## config.mk

```make
export PLATFORM = sky130hd
export DESIGN_NAME = anr_ctrl
export DESIGN_NICKNAME = d
export VERILOG_FILES = /design/src/hw/anr_pkg.sv /design/src/hw/anr_phase_cnt.sv /design/src/hw/anr_ctrl.sv
export VERILOG_INCLUDE_DIRS = /design/src /design/src/hw
export SDC_FILE = /design/constraint.sdc
export NUM_CORES = 1
export LEC_CHECK = 0
export ABC_AREA = 1
export ABC_CLOCK_PERIOD_IN_PS = 2000
export BUFFER_PORTS_ARGS = -buffer_cell sky130_fd_sc_hd__buf_4
export CAP_MARGIN = 40
export CORE_MARGIN = 1.5
export CORE_UTILIZATION = 45
export CTS_CLUSTER_DIAMETER = 120
export DETAILED_ROUTE_END_ITERATION = 16
export PLACE_DENSITY = 0.73
export REMOVE_ABC_BUFFERS = 1
export SLEW_MARGIN = 0
export SYNTH_ARGS = -nofsm -noshare
export SYNTH_HDL_FRONTEND = slang
export SYNTH_SLANG_ARGS = --single-unit
export TNS_END_PERCENT = 20
```

## constraint.sdc

```tcl
create_clock -name pclk -period 2 [get_ports pclk]
set_input_delay 0.1 -clock pclk [delete_from_list [all_inputs] [get_ports pclk]]
set_output_delay 0.1 -clock pclk [all_outputs]
set_load 0.01 [all_outputs]
```

## src/hw/anr_cfg.svh

```systemverilog
// constants of the asynchronous nor flash access controller
// assumes inclusion by its bare name from package and modules
`ifndef ANR_CFG_SVH
`define ANR_CFG_SVH

// ----------------------------------------------------------------
// widths
// ----------------------------------------------------------------
`define ANR_AW 26
`define ANR_DW 16
`define ANR_CW 10
`define ANR_PAW 12

// ----------------------------------------------------------------
// register map
// ----------------------------------------------------------------
`define ANR_OFS_CTL 12'h000
`define ANR_OFS_TIM 12'h004
`define ANR_OFS_WTIM 12'h008
`define ANR_CTL_MASK 32'h0000_c201
`define ANR_TIM_MASK 32'h300f_ffff
`define ANR_CTL_RST 32'h0000_0000
`define ANR_TIM_RST 32'h000f_ffff

// ----------------------------------------------------------------
// fields
// ----------------------------------------------------------------
`define ANR_BIT_BANK_EN 0
`define ANR_BIT_WAIT_POL 9
`define ANR_BIT_EXT_MODE 14
`define ANR_BIT_WAIT_EN 15
`define ANR_F_AMODE 29:28
`define ANR_F_BUSL 19:16
`define ANR_F_DATA_SETUP_TIME 15:8
`define ANR_F_ADDRESS_SETUP_TIME 3:0
`define ANR_AMODE_B 2'h1
`define ANR_AMODE_C 2'h2

// ----------------------------------------------------------------
// phase lengths in system clock cycles
// ----------------------------------------------------------------
`define ANR_RD_EXTRA 10'h003
`define ANR_WR_EXTRA 10'h001
`define ANR_ONE 10'h001

`endif

```

## src/hw/anr_pkg.sv

```systemverilog
// types of the asynchronous nor flash access controller
// assumes anr_cfg.svh on the include path
`include "anr_cfg.svh"

package anr_pkg;

    // ------------------------------------------------------------
    // states and timing sets
    // ------------------------------------------------------------
    typedef enum logic [1:0] {
        ST_IDLE,
        ST_ADDR,
        ST_DATA,
        ST_TURN
    } anr_state_t;

    typedef struct packed {
        logic [1:0] amode;
        logic [3:0] busl;
        logic [7:0] data_setup_time;
        logic [3:0] address_setup_time;
    } anr_tim_t;

    typedef struct packed {
        logic [`ANR_CW-1:0] cnt;
    } anr_cnt_st_t;

    typedef struct packed {
        anr_state_t state;
        logic [31:0] ctl;
        logic [31:0] tim;
        logic [31:0] wtim;
        logic [31:0] prdata;
        logic pready;
        logic pslverr;
        logic req_ready;
        logic resp_valid;
        logic [`ANR_DW-1:0] rdata;
        logic cs_n;
        logic oe_n;
        logic we_n;
        logic [`ANR_AW-1:0] addr;
        logic [`ANR_DW-1:0] dout;
        logic doe;
        logic is_write;
        logic toggle;
        anr_tim_t at;
    } anr_ctl_st_t;

endpackage

```

## src/hw/anr_phase_cnt.sv

```systemverilog
// phase down-counter of the nor flash access controller
// assumes load and hold come from the controller state machine
`timescale 1ns/10ps
`include "anr_cfg.svh"

module anr_phase_cnt (
    input wire logic pclk,
    input wire logic presetn,
    input wire logic load,
    input wire logic [`ANR_CW-1:0] load_val,
    input wire logic hold,
    output logic [`ANR_CW-1:0] cnt
);

    anr_pkg::anr_cnt_st_t s_r;
    anr_pkg::anr_cnt_st_t s_nxt;

    // ------------------------------------------------------------
    // count
    // ------------------------------------------------------------
    // hold freezes the count, so a stretched phase resumes where it stood
    always_comb begin
        s_nxt = s_r;
        if (load) begin
            s_nxt.cnt = load_val;
        end else if (!hold && s_r.cnt != '0) begin
            s_nxt.cnt = s_r.cnt - `ANR_ONE;
        end
    end

    always_ff @(posedge pclk or negedge presetn) begin
        if (!presetn) begin
            s_r <= '0;
        end else begin
            s_r <= s_nxt;
        end
    end

    assign cnt = s_r.cnt;

endmodule // anr_phase_cnt

```

## src/hw/anr_ctrl.sv

```systemverilog
// asynchronous nor flash access controller with apb registers
// assumes a synchronous request port and pins sampled on pclk
//
// Contract
// - read data phase lasts data setup plus three
// - separate-set write data phase lasts setup plus one
// - turnaround idle between chip select high and low
// - extended bit picks mode 2, or mode b or c by the access mode field
// - primary set: both in mode 2, reads in b and c
// - mode b and c writes use independent write set
// - extended off: one shared timing set
// - wait polarity counts only with wait enable
// - active wait stretches data setup phase
// - extended on: reads primary, writes write set
`timescale 1ns/10ps
`include "anr_cfg.svh"

module anr_ctrl (
    input wire logic pclk,
    input wire logic presetn,
    input wire logic psel,
    input wire logic penable,
    input wire logic pwrite,
    input wire logic [`ANR_PAW-1:0] paddr,
    input wire logic [31:0] pwdata,
    output logic [31:0] prdata,
    output logic pready,
    output logic pslverr,
    input wire logic req_valid,
    input wire logic req_write,
    input wire logic [`ANR_AW-1:0] req_addr,
    input wire logic [`ANR_DW-1:0] req_wdata,
    output logic req_ready,
    output logic resp_valid,
    output logic [`ANR_DW-1:0] resp_rdata,
    output logic chip_select_n,
    output logic oe_n,
    output logic we_n,
    output logic [`ANR_AW-1:0] mem_addr,
    input wire logic [`ANR_DW-1:0] mem_data_in,
    output logic [`ANR_DW-1:0] mem_data_out,
    output logic mem_data_oe,
    input wire logic wait_input_n
);

    // ------------------------------------------------------------
    // decoding
    // ------------------------------------------------------------
    function automatic logic [1:0] reg_index(input logic [`ANR_PAW-1:0] a);
        logic [1:0] idx;
        idx = 2'h3;
        if (a == `ANR_OFS_CTL) begin
            idx = 2'h0;
        end else if (a == `ANR_OFS_TIM) begin
            idx = 2'h1;
        end else if (a == `ANR_OFS_WTIM) begin
            idx = 2'h2;
        end
        return idx;
    endfunction

    function automatic anr_pkg::anr_tim_t tim_fields(input logic [31:0] w);
        anr_pkg::anr_tim_t t;
        t.amode = w[`ANR_F_AMODE];
        t.busl = w[`ANR_F_BUSL];
        t.data_setup_time = w[`ANR_F_DATA_SETUP_TIME];
        t.address_setup_time = w[`ANR_F_ADDRESS_SETUP_TIME];
        return t;
    endfunction

    anr_pkg::anr_ctl_st_t s_r;
    anr_pkg::anr_ctl_st_t s_nxt;

    logic ld;
    logic [`ANR_CW-1:0] ld_val;
    logic hold;
    logic [`ANR_CW-1:0] cnt;

    anr_phase_cnt anr_phase_cnt_i (
        .pclk(pclk),
        .presetn(presetn),
        .load(ld),
        .load_val(ld_val),
        .hold(hold),
        .cnt(cnt)
    );

    // ------------------------------------------------------------
    // next state
    // ------------------------------------------------------------
    always_comb begin
        logic ext;
        logic wait_act;
        logic [1:0] idx;
        anr_pkg::anr_tim_t rt;
        anr_pkg::anr_tim_t wt;
        anr_pkg::anr_tim_t it;
        s_nxt = s_r;
        ld = 1'b0;
        ld_val = '0;
        hold = 1'b0;
        ext = s_r.ctl[`ANR_BIT_EXT_MODE];
        idx = reg_index(paddr);
        rt = tim_fields(s_r.tim);
        wt = ext ? tim_fields(s_r.wtim) : rt;
        it = req_write ? wt : rt;
        wait_act = 1'b0;
        if (s_r.ctl[`ANR_BIT_WAIT_EN]) begin
            wait_act = s_r.ctl[`ANR_BIT_WAIT_POL] ? wait_input_n : ~wait_input_n;
        end

        // apb: one wait state, write lands on the pready edge
        s_nxt.pready = psel & penable & ~s_r.pready;
        if (psel && penable && !s_r.pready) begin
            s_nxt.pslverr = (idx == 2'h3);
            case (idx)
                2'h0: s_nxt.prdata = s_r.ctl;
                2'h1: s_nxt.prdata = s_r.tim;
                2'h2: s_nxt.prdata = s_r.wtim;
                default: s_nxt.prdata = 32'h0000_0000;
            endcase
        end
        if (psel && penable && s_r.pready && pwrite) begin
            case (idx)
                2'h0: s_nxt.ctl = pwdata & `ANR_CTL_MASK;
                2'h1: s_nxt.tim = pwdata & `ANR_TIM_MASK;
                2'h2: s_nxt.wtim = pwdata & `ANR_TIM_MASK;
                default: s_nxt.ctl = s_r.ctl;
            endcase
        end

        s_nxt.resp_valid = 1'b0;
        case (s_r.state)
            anr_pkg::ST_IDLE: begin
                if (req_valid && s_r.req_ready) begin
                    // timing set latched whole, so a mid-access write waits
                    s_nxt.at = it;
                    s_nxt.is_write = req_write;
                    s_nxt.addr = req_addr;
                    s_nxt.dout = req_wdata;
                    s_nxt.toggle = ext & (it.amode == `ANR_AMODE_C);
                    s_nxt.cs_n = 1'b0;
                    s_nxt.oe_n = req_write | s_nxt.toggle;
                    s_nxt.state = anr_pkg::ST_ADDR;
                    ld = 1'b1;
                    ld_val = (it.address_setup_time == 4'h0) ? '0 : {6'h00, it.address_setup_time - 4'h1};
                end
            end
            anr_pkg::ST_ADDR: begin
                if (cnt == '0) begin
                    s_nxt.state = anr_pkg::ST_DATA;
                    s_nxt.we_n = ~s_r.is_write;
                    s_nxt.oe_n = s_r.is_write;
                    s_nxt.doe = s_r.is_write;
                    ld = 1'b1;
                    if (s_r.is_write) begin
                        ld_val = {2'b00, s_r.at.data_setup_time} + `ANR_WR_EXTRA - `ANR_ONE;
                    end else begin
                        ld_val = {2'b00, s_r.at.data_setup_time} + `ANR_RD_EXTRA - `ANR_ONE;
                    end
                end
            end
            anr_pkg::ST_DATA: begin
                hold = wait_act;
                if (cnt == '0 && !wait_act) begin
                    if (!s_r.is_write) begin
                        s_nxt.rdata = mem_data_in;
                    end
                    s_nxt.resp_valid = 1'b1;
                    s_nxt.cs_n = 1'b1;
                    s_nxt.oe_n = 1'b1;
                    s_nxt.we_n = 1'b1;
                    s_nxt.doe = 1'b0;
                    if (s_r.at.busl == 4'h0) begin
                        s_nxt.state = anr_pkg::ST_IDLE;
                    end else begin
                        s_nxt.state = anr_pkg::ST_TURN;
                        ld = 1'b1;
                        ld_val = {6'h00, s_r.at.busl - 4'h1};
                    end
                end
            end
            anr_pkg::ST_TURN: begin
                if (cnt == '0) begin
                    s_nxt.state = anr_pkg::ST_IDLE;
                end
            end
            default: begin
                s_nxt.state = anr_pkg::ST_IDLE;
            end
        endcase
        s_nxt.req_ready = (s_nxt.state == anr_pkg::ST_IDLE) & s_nxt.ctl[`ANR_BIT_BANK_EN];
    end

    // ------------------------------------------------------------
    // state register
    // ------------------------------------------------------------
    always_ff @(posedge pclk or negedge presetn) begin
        if (!presetn) begin
            s_r <= '0;
            s_r.state <= anr_pkg::ST_IDLE;
            s_r.ctl <= `ANR_CTL_RST;
            s_r.tim <= `ANR_TIM_RST;
            s_r.wtim <= `ANR_TIM_RST;
            s_r.cs_n <= 1'b1;
            s_r.oe_n <= 1'b1;
            s_r.we_n <= 1'b1;
        end else begin
            s_r <= s_nxt;
        end
    end

    // ------------------------------------------------------------
    // outputs
    // ------------------------------------------------------------
    assign prdata = s_r.prdata;
    assign pready = s_r.pready;
    assign pslverr = s_r.pslverr;
    assign req_ready = s_r.req_ready;
    assign resp_valid = s_r.resp_valid;
    assign resp_rdata = s_r.rdata;
    assign chip_select_n = s_r.cs_n;
    assign oe_n = s_r.oe_n;
    assign we_n = s_r.we_n;
    assign mem_addr = s_r.addr;
    assign mem_data_out = s_r.dout;
    assign mem_data_oe = s_r.doe;

endmodule // anr_ctrl

```

==> results.py, run 1 <==
metrics = {
    "cts": {
        "cts_root_buf": "clkbuf_16",
        "clkSlewWorstSetupHoldPaths_ns": 0.06,
        "cts_made_buffers": 17,
        "cts_setup_buffers": 0,
        "htree_levels": 4,
        "clk_path_buf_depth": 2,
        "cts_tree": "built",
        "cts.sinks": 161,
        "insertion_delay_ns": 0.43,
    },
    "cells_and_area": {
        "post_route_cells_drive_above_1_share_pct": 27.4,
        "instances_no_fill": 1455,
        "nNetsFinal": 1333,
        "synthToLayoutAreaGrowth_pct": 31.5,
        "fin_area_mm2": 0.0109,
        "antennaDiodeCount": 0,
    },
    "worst_setup_path": {
        "worstPathBufferInverterCount": 2,
        "cp_data_arrival_time_ns": 2.21,
        "max_stage_delay_ns": 0.37,
        "critPathKind": "reg -> reg",
        "crit_chain": "inv_1 > ha_2 > nand2_1 > nor2_1 > nand3_2 > nor2_2 > nand3_2 > nand2_2 > nand2_4 > buf_4 > nand2_1 > nand3_1 > nand2_1",
        "slowest_stage": "dfrtp_1",
        "cp-start-kind": "register",
        "worstPathMaxFanout": 10,
        "critPathRequiredTime_ns": 2.37,
        "crit_top_cell": "nand2_1",
        "worstSetupEndpointType": "register",
        "cpLargestDelayFamily": "simple AND/OR/NAND/NOR gates",
    },
    "grt": {
        "grt_pass1_vias": 6895,
        "track_usage_pct": 21.2,
        "grt_start_max_net_pins": 60,
        "grt_overflow_total": 0,
        "grt_pass1_wl_um": 33100,
        "antenna_found_initial": 0,
    },
    "sta": {
        "period_minus_slack_ns": 1.84,
        "post-route-period-util_pct": 92.0,
        "hold_viol_final": 0,
        "setup_total_negative_slack_ns": 0,
        "max_freq_mhz": 543,
        "maxSlewHeadroom_pct": 45.4,
        "setup-violations-final": 0,
        "timing_max_transition_violations_final": 0,
        "worst_pin_slew_ns": 0.818,
        "clock_skew_ns": 0.00764,
    },
    "min_path": {
        "hold_path_class": "in -> async",
    },
    "synthesis": {
        "ys_top_cells_by_area": "dfrtp_1, nand2_1, dfstp_2, buf_4, o21ai_0",
        "synthDistinctLibCells": 42,
        "yosysSeqAreaShare_pct": 49.1,
        "synth.yosys.warnings": 0,
        "synth_top_cell_area_share_pct": 35.5,
        "ys_ff_latch": 161,
        "synth_top_cell_by_area": "dfrtp_1",
        "avgSynthCellArea_um2": 8.22,
        "syn_area_mm2": 0.00832,
        "synth_cells": 1012,
    },
    "floorplanning": {
        "initial_core_util_pct": 46.1,
        "io_pins": 208,
        "die_w_um": 139,
        "rows": 49,
        "core_area_mm2": 0.0180,
        "die_h_um": 139,
        "die_area_mm2": 0.0193,
    },
    "routing": {
        "via_per_inst": 4.79,
        "drc": 0,
        "post_drt_wl_per_cell_um": 13.7,
        "first_pass_iters": 6,
        "wirelength_um": 19900,
        "num_vias": 6963,
        "antenna_left": 0,
        "drt_iter0_markers": 433,
    },
    "power_and_ir_drop": {
        "p_leak_nw": 5.71,
        "vdd_drop_max_mv": 0.647,
        "power_density_mw_per_mm2": 706,
        "fin_total_pwr_mw": 7.72,
    },
    "placed_design": {
        "place.gp.congestion": 0.861,
        "place_inst": 1341,
        "placed_area_mm2": 0.00947,
        "dp_hpwl_um": 13100,
        "port_buffers": 187,
    },
    "status": {
        "status": "finished clean",
    },
    "job": {
        "maxCapViolCount": 0,
    },
}
-- per-layer routing --
metal | up-vias | routed length [um] | global-route usage (%)
met5 | - | 0 | 0
met4 | 0 | 601 | 9.43
met3 | 48 | 734 | 3.63
met2 | 176 | 10100 | 35.4
met1 | 3255 | 8500 | 27.0
li1 | 3484 | - | -
-- cell usage after synthesis, drive strengths merged --
| cell | number |
|---|---|
| xnor2 | 1 |
| xor2 | 8 |
| nor4 | 1 |
| clkinv | 1 |
| nor3 | 5 |
| nand3b | 1 |
| conb | 1 |
| o211ai | 2 |
| nand4 | 4 |
| buf | 96 |
| o21bai | 1 |
| nand3 | 67 |
| or2 | 2 |
| clkbuf | 30 |
| ha | 10 |
| a21o | 1 |
| nand2 | 355 |
| dfrtp | 118 |
| inv | 84 |
| dfstp | 43 |
| nor2 | 47 |
| a31oi | 1 |
| a22oi | 3 |
| o21ai | 95 |
| a21oi | 19 |
| mux2 | 16 |
-- stage by stage --
step                      hold slack (ns)  worst slack [ns]  utilization (%)
after floorplan                    -0.196             -2.08                -
after global placement             0.0149             0.124             52.5
after detailed placement           0.0176            0.0861             52.5
after CTS                           0.121            0.0726             60.5
after global routing                0.162           -0.0118             60.7
final                               0.137             0.159             60.7
-- cells in the final DEF, fill, tap and decap left out, types with 17 or more instances in the layout --
cell	n
nand2_1	348
buf_4	213
dfrtp_1	116
o21ai_0	88
inv_1	82
dlygate4sd3_1	82
nand3_1	64
dfstp_2	43
nor2_1	37
a21oi_1	19
clkbuf_16	17
-- where the power goes --
group	internal [mW]	switching [mW]
clock network	2.02	1.39
registers	3.34	0.0807
logic	0.422	0.477
total	5.78	1.95
-- final timing paths --
| kind | from | end | slack [ns] | cells past startpoint |
|---|---|---|---|---|
| min | presetn | prdata[4]$_DFFE_PN0P_ | 0.14 | 2 |
| max | anr_phase_cnt_i.cnt[0]$_DFFE_PN0P_ | anr_phase_cnt_i.cnt[8]$_DFFE_PN0P_ | 0.16 | 13 |
| min in group pclk | req_valid | s_r[215]$_DFF_PN0_ | 0.14 | 6 |
| max in group asynchronous | presetn | s_r[118]$_DFFE_PN1P_ | 1.18 | 3 |
| max reg2reg | anr_phase_cnt_i.cnt[0]$_DFFE_PN0P_ | anr_phase_cnt_i.cnt[8]$_DFFE_PN0P_ | 0.16 | 13 |
| min reg2reg | mem_data_out[8]$_DFFE_PN0P_ | mem_data_out[8]$_DFFE_PN0P_ | 0.47 | 2 |
-- cell type report --
type	instances	area, um^2
Fill cell	1553	7090
Sequential cell	161	4090
Multi-Input combinational cell	649	3140
Timing Repair Buffer	299	2480
Clock buffer	18	439
Inverter	85	319
Tap cell	229	287
Clock inverter	14	179
-- state kept, by name (all words and copies together) (netlist names), 10 cells and up --
signal	flops
resp_rdata	16
anr_phase_cnt_i.cnt	10
s_r	63
prdata	22
mem_addr	26
mem_data_out	16
-- worst register-to-register path: stages (launching register included) --
cell and delay [ns]:
dfrtp_1 0.37, inv_1 0.09, ha_2 0.21, nand2_1 0.06
nor2_1 0.10, nand3_2 0.12, nor2_2 0.14, nand3_2 0.12
nand2_2 0.12, nand2_4 0.10, buf_4 0.15, nand2_1 0.05
nand3_1 0.08, nand2_1 0.06
-- cells by family (layout without fill, tap and decap cells) --
logic type | Yosys count | in the layout | share of synthesized area (%)
adders and majority gates | 10 | 10 | 1.50
and+or+nand+nor | 482 | 482 | 24.2
xor gates and xnor gates | 9 | 9 | 0.948
AOI/OAI and AO/OA | 122 | 122 | 7.61
muxes | 16 | 16 | 2.62
other | 1 | 10 | 0.0451
DFF | 161 | 161 | 49.1
buffers and inverters | 211 | 416 | 13.9
-- timing repair --
action	CTS	global route
hold buffers	82	0
endpoints found under the hold margin	252	0
resized for setup	0	10
endpoints found under the setup margin	0	40
No activity file was read; power rests on OpenSTA's default activity.
==> inputs of run 2 (changes only) <==
--- a/config.mk
+++ b/config.mk
@@ -15,7 +15,9 @@
 export CTS_CLUSTER_DIAMETER = 120
 export DETAILED_ROUTE_END_ITERATION = 16
 export PLACE_DENSITY = 0.73
+export RECOVER_POWER = 50
 export REMOVE_ABC_BUFFERS = 1
+export SETUP_SLACK_MARGIN = 0.15
 export SLEW_MARGIN = 0
 export SYNTH_ARGS = -nofsm -noshare
 export SYNTH_HDL_FRONTEND = slang
==> results.py, run 2 (synthesis results as in run 1) <==
metrics = {
    "status": {
        "status": "finished clean",
    },
    "worst_setup_path": {
        "timing.rr.end": "resp_rdata[15]$_DFFE_PN0P_",
        "critPathKind": "reg -> reg",
        "reg2reg_from": "s_r[215]$_DFF_PN0_",
        "r2r_slack_ns": 0.21,
        "cp-start-kind": "register",
        "worstSetupEndpointType": "register",
        "cp_data_arrival_time_ns": 2.10,
        "critPathRequiredTime_ns": 2.31,
        "r2r_cells": 6,
        "worstPathMaxFanout": 16,
    },
    "grt": {
        "use_met3_pct": 3.69,
        "grt_use_met2_pct": 35.4,
        "gr-usage-met1_pct": 27.0,
        "grt_pass1_vias": 6941,
        "track_usage_pct": 21.2,
        "top_usage_layer": "met2",
        "grt_overflow_total": 0,
        "grt_start_max_net_pins": 60,
        "grt_pass1_wl_um": 33200,
        "antenna_found_initial": 0,
    },
    "cells_and_area": {
        "nFillCells": 1598,
        "regMostFlops": "s_r",
        "antennaDiodeCount": 0,
        "post-route-util_pct": 60.5,
        "final_cell_mix": "nand2_1, buf_4, dfrtp_1",
        "layout_commonest_cell": "nand2_1",
        "synthToLayoutAreaGrowth_pct": 31.1,
        "largest_reg_flops": 63,
        "nNetsFinal": 1342,
        "post_route_cells_drive_above_1_share_pct": 25.6,
    },
    "power_and_ir_drop": {
        "p_leak_nw": 5.55,
        "fin_total_pwr_mw": 7.82,
        "power_density_mw_per_mm2": 717,
        "vdd_drop_max_mv": 0.652,
    },
    "cts": {
        "cts_tree": "built",
        "htree_levels": 4,
        "cts_root_buf": "clkbuf_16",
        "cts.sinks": 161,
        "insertion_delay_ns": 0.43,
        "clk_path_buf_depth": 2,
        "cts_made_buffers": 17,
        "clkSlewWorstSetupHoldPaths_ns": 0.06,
    },
    "floorplanning": {
        "die_h_um": 139,
        "rows": 49,
        "die_area_mm2": 0.0193,
        "io_pins": 208,
        "initial_core_util_pct": 46.1,
        "die_w_um": 139,
        "core_area_mm2": 0.0180,
    },
    "placed_design": {
        "dp_hpwl_um": 13100,
        "place.gp.congestion": 0.861,
        "port_buffers": 187,
    },
    "sta": {
        "setup-violations-final": 0,
        "clock_skew_ns": 0.00718,
        "rsz0062_at_grt": "yes",
        "period_minus_slack_ns": 1.79,
        "hold_viol_final": 0,
        "max_freq_mhz": 559,
        "maxSlewHeadroom_pct": 38.4,
        "timing_max_transition_violations_final": 0,
        "post-route-period-util_pct": 89.5,
        "holdWs_ns": 0.143,
        "worst_pin_slew_ns": 0.924,
    },
    "routing": {
        "num_vias": 6973,
        "drt_iter0_markers": 406,
        "post_drt_wl_per_cell_um": 13.7,
        "antenna_left": 0,
        "first_pass_iters": 5,
        "wirelength_um": 20100,
        "drc": 0,
        "via_per_inst": 4.76,
    },
    "min_path": {
        "hold_depth": 6,
        "hp-start": "req_valid",
        "hold_end": "s_r[215]$_DFF_PN0_",
        "hold_path_class": "in -> reg",
    },
    "job": {
        "maxCapViolCount": 0,
    },
}
==> run 2: per-stage QoR <==
stage | setup TNS, ns | cell area (um^2) | instances | setup WS (ns)
2_1_floorplan | -107.79 | 7510 | 895 | -2.08
3_3_place_gp | 0 | 9470 | 1341 | 0.124
3_5_place_dp | 0 | 9470 | 1341 | 0.0861
4_1_cts | 0 | 11000 | 1458 | 0.156
5_1_grt | 0 | 10900 | 1464 | 0.109
6_report | 0 | 10900 | 1464 | 0.211
==> run 2: critical path: stages (launching register included) <==
cell and delay, ns:
dfrtp_1 0.40, buf_4 0.15, ha_1 0.23, inv_1 0.21, nor2_8 0.07, nand2_4 0.23
mux2_2 0.38
==> run 2: layout make-up <==
cell class	count	area (um^2)	area share [%]
clock buffer	18	439	4.03
multi-input combinational	649	3220	29.5
timing repair buffer	308	2380	21.8
inverter	85	319	2.93
clock inverter	14	179	1.64
sequential	161	4080	37.5
tap	229	287	2.63
==> run 2: repair_timing <==
item	in CTS	in global routing
setup buffers	3	6
hold endpoints to repair	252	0
setup endpoints to repair	55	29
resized for setup	7	28
pin swaps	0	11
hold buffers	82	0
==> run 2: how the worst max path moves through the flow <==
stage / from / to / cells past startpoint
floorplan: s_r[214]$_DFF_PN0_ / anr_phase_cnt_i.cnt[8]$_DFFE_PN0P_ / 13
global placement: anr_phase_cnt_i.cnt[0]$_DFFE_PN0P_ / anr_phase_cnt_i.cnt[8]$_DFFE_PN0P_ / 13
detailed placement: anr_phase_cnt_i.cnt[0]$_DFFE_PN0P_ / anr_phase_cnt_i.cnt[3]$_DFFE_PN0P_ / 13
CTS: anr_phase_cnt_i.cnt[0]$_DFFE_PN0P_ / resp_rdata[11]$_DFFE_PN0P_ / 8
global route: pready$_DFF_PN0_ / prdata[12]$_DFFE_PN0P_ / 4
finish: s_r[215]$_DFF_PN0_ / resp_rdata[15]$_DFFE_PN0P_ / 6
==> run 2: power breakdown <==
part	internal (mW)	switching [mW]	total [mW]	leakage (nW)
Combinational	0.478	0.512	0.990	3.26
Sequential	3.33	0.0788	3.41	2.00
Clock	2.02	1.39	3.41	0.301
Total	5.83	1.99	7.82	5.55
==> run 2: per-layer routing <==
layer / up-vias / wire [um]
met5: - / 0
met3: 59 / 689
met1: 3237 / 8490
met4: 0 / 739
met2: 168 / 10100
li1: 3509 / -
==> inputs of run 3 (changes only) <==
--- a/config.mk
+++ b/config.mk
@@ -12,7 +12,8 @@
 export CAP_MARGIN = 40
 export CORE_MARGIN = 1.5
 export CORE_UTILIZATION = 45
-export CTS_CLUSTER_DIAMETER = 120
+export CTS_BUF_LIST = sky130_fd_sc_hd__clkbuf_2 sky130_fd_sc_hd__clkbuf_4 sky130_fd_sc_hd__clkbuf_8
+export CTS_CLUSTER_DIAMETER = 60
 export DETAILED_ROUTE_END_ITERATION = 16
 export PLACE_DENSITY = 0.73
 export RECOVER_POWER = 50
==> results.py, run 3 (synthesis results as in run 1) <==
metrics = {
    "cells_and_area": {
        "final_cell_mix": "nand2_1, buf_4, dfrtp_1",
        "layout_commonest_cell": "nand2_1",
        "nNetsFinal": 1341,
        "synthToLayoutAreaGrowth_pct": 28.8,
        "post_route_cells_drive_above_1_share_pct": 25.5,
        "regMostFlops": "s_r",
        "nFillCells": 1644,
        "largest_reg_flops": 63,
        "antennaDiodeCount": 0,
    },
    "routing": {
        "antenna_left": 0,
        "drc": 0,
        "num_vias": 7008,
        "via_per_inst": 4.79,
        "wirelength_um": 20100,
        "drt_iter0_markers": 441,
        "first_pass_iters": 5,
        "post_drt_wl_per_cell_um": 13.7,
    },
    "sta": {
        "clock_skew_ns": 0.0119,
        "worst_pin_slew_ns": 0.926,
        "period_minus_slack_ns": 1.80,
        "rsz0062_at_grt": "yes",
        "holdWs_ns": 0.0931,
        "post-route-period-util_pct": 90.2,
        "max_freq_mhz": 554,
        "hold_viol_final": 0,
        "maxSlewHeadroom_pct": 38.3,
        "timing_max_transition_violations_final": 0,
        "setup_total_negative_slack_ns": 0,
        "setup-violations-final": 0,
    },
    "floorplanning": {
        "die_area_mm2": 0.0193,
        "die_h_um": 139,
        "core_area_mm2": 0.0180,
        "rows": 49,
        "die_w_um": 139,
        "io_pins": 208,
        "initial_core_util_pct": 46.1,
    },
    "min_path": {
        "hold_end": "s_r[215]$_DFF_PN0_",
        "hold_depth": 6,
        "hp-start": "req_valid",
        "hold_path_class": "in -> reg",
    },
    "job": {
        "maxCapViolCount": 0,
    },
    "worst_setup_path": {
        "r2r_slack_ns": 0.20,
        "reg2reg_from": "s_r[215]$_DFF_PN0_",
        "worstPathMaxFanout": 16,
        "timing.rr.end": "resp_rdata[15]$_DFFE_PN0P_",
        "cp_data_arrival_time_ns": 2.16,
        "r2r_cells": 6,
        "critPathKind": "reg -> reg",
        "cp-start-kind": "register",
        "critPathRequiredTime_ns": 2.36,
        "worstSetupEndpointType": "register",
    },
    "grt": {
        "grt_pass1_wl_um": 32900,
        "grt_overflow_total": 0,
        "grt_start_max_net_pins": 60,
        "antenna_found_initial": 0,
        "track_usage_pct": 21.1,
        "grt_pass1_vias": 6878,
    },
    "cts": {
        "htree_levels": 4,
        "cts_tree": "built",
        "cts_root_buf": "clkbuf_8",
        "insertion_delay_ns": 0.47,
        "cts.sinks": 161,
        "cts_made_buffers": 17,
        "clk_path_buf_depth": 2,
        "clkSlewWorstSetupHoldPaths_ns": 0.09,
    },
    "placed_design": {
        "place.gp.congestion": 0.861,
        "port_buffers": 187,
        "dp_hpwl_um": 13100,
    },
    "power_and_ir_drop": {
        "p_leak_nw": 5.46,
        "fin_total_pwr_mw": 6.97,
        "vdd_drop_max_mv": 0.457,
        "power_density_mw_per_mm2": 651,
    },
    "status": {
        "status": "finished clean",
    },
}
## run 3: where the power goes
part	total (mW)	switching, mW	internal (mW)
clock	2.58	1.29	1.29
combinational	0.979	0.510	0.469
sequential	3.41	0.0798	3.33
total	6.97	1.88	5.09
## run 3: routing by layer
layer	up-vias	routed length, um	track usage (%)
met2	150	10300	35.6
met5	-	0	0
met3	45	654	4.39
met4	0	602	9.16
li1	3503	-	-
met1	3310	8560	26.3
## run 3: final cells by class
cell class,instances,area (um^2),area share (%)
clock buffer,18,248,2.31
sequential,161,4080,38.1
inverter,85,319,2.98
multi-input combinational,649,3230,30.1
timing repair buffer,307,2370,22.1
tap,229,287,2.68
clock inverter,14,179,1.67
## run 3: what timing repair did
action / CTS / global route
setup endpoints to repair: 50 / 43
setup buffers: 2 / 6
hold endpoints to repair: 253 / 0
pin swaps: 0 / 10
resized for setup: 6 / 29
hold buffers: 82 / 0
## run 3: worst max-delay path by stage
stage | start | endpoint | cells past startpoint
floorplan | s_r[214]$_DFF_PN0_ | anr_phase_cnt_i.cnt[8]$_DFFE_PN0P_ | 13
global placement | anr_phase_cnt_i.cnt[0]$_DFFE_PN0P_ | anr_phase_cnt_i.cnt[8]$_DFFE_PN0P_ | 13
detailed placement | anr_phase_cnt_i.cnt[0]$_DFFE_PN0P_ | anr_phase_cnt_i.cnt[3]$_DFFE_PN0P_ | 13
CTS | anr_phase_cnt_i.cnt[0]$_DFFE_PN0P_ | resp_rdata[0]$_DFFE_PN0P_ | 8
global route | anr_phase_cnt_i.cnt[4]$_DFFE_PN0P_ | anr_phase_cnt_i.cnt[9]$_DFFE_PN0P_ | 10
finish | s_r[215]$_DFF_PN0_ | resp_rdata[15]$_DFFE_PN0P_ | 6
## run 3: worst max-delay path, cell delays in order (launching register included)
cell	delay (ns)
dfrtp_1	0.41
buf_4	0.16
ha_1	0.23
inv_1	0.21
nor2_8	0.07
nand2_4	0.23
mux2_2	0.39
## run 3: through the flow
step	instance area (um^2)	std cells	util (%)	setup WS [ns]
floorplan	7510	895	-	-2.08
global placement	9470	1341	52.5	0.124
detailed placement	9470	1341	52.5	0.0861
CTS	10800	1457	59.6	0.162
global route	10700	1463	59.4	0.0956
finish	10700	1463	59.4	0.196
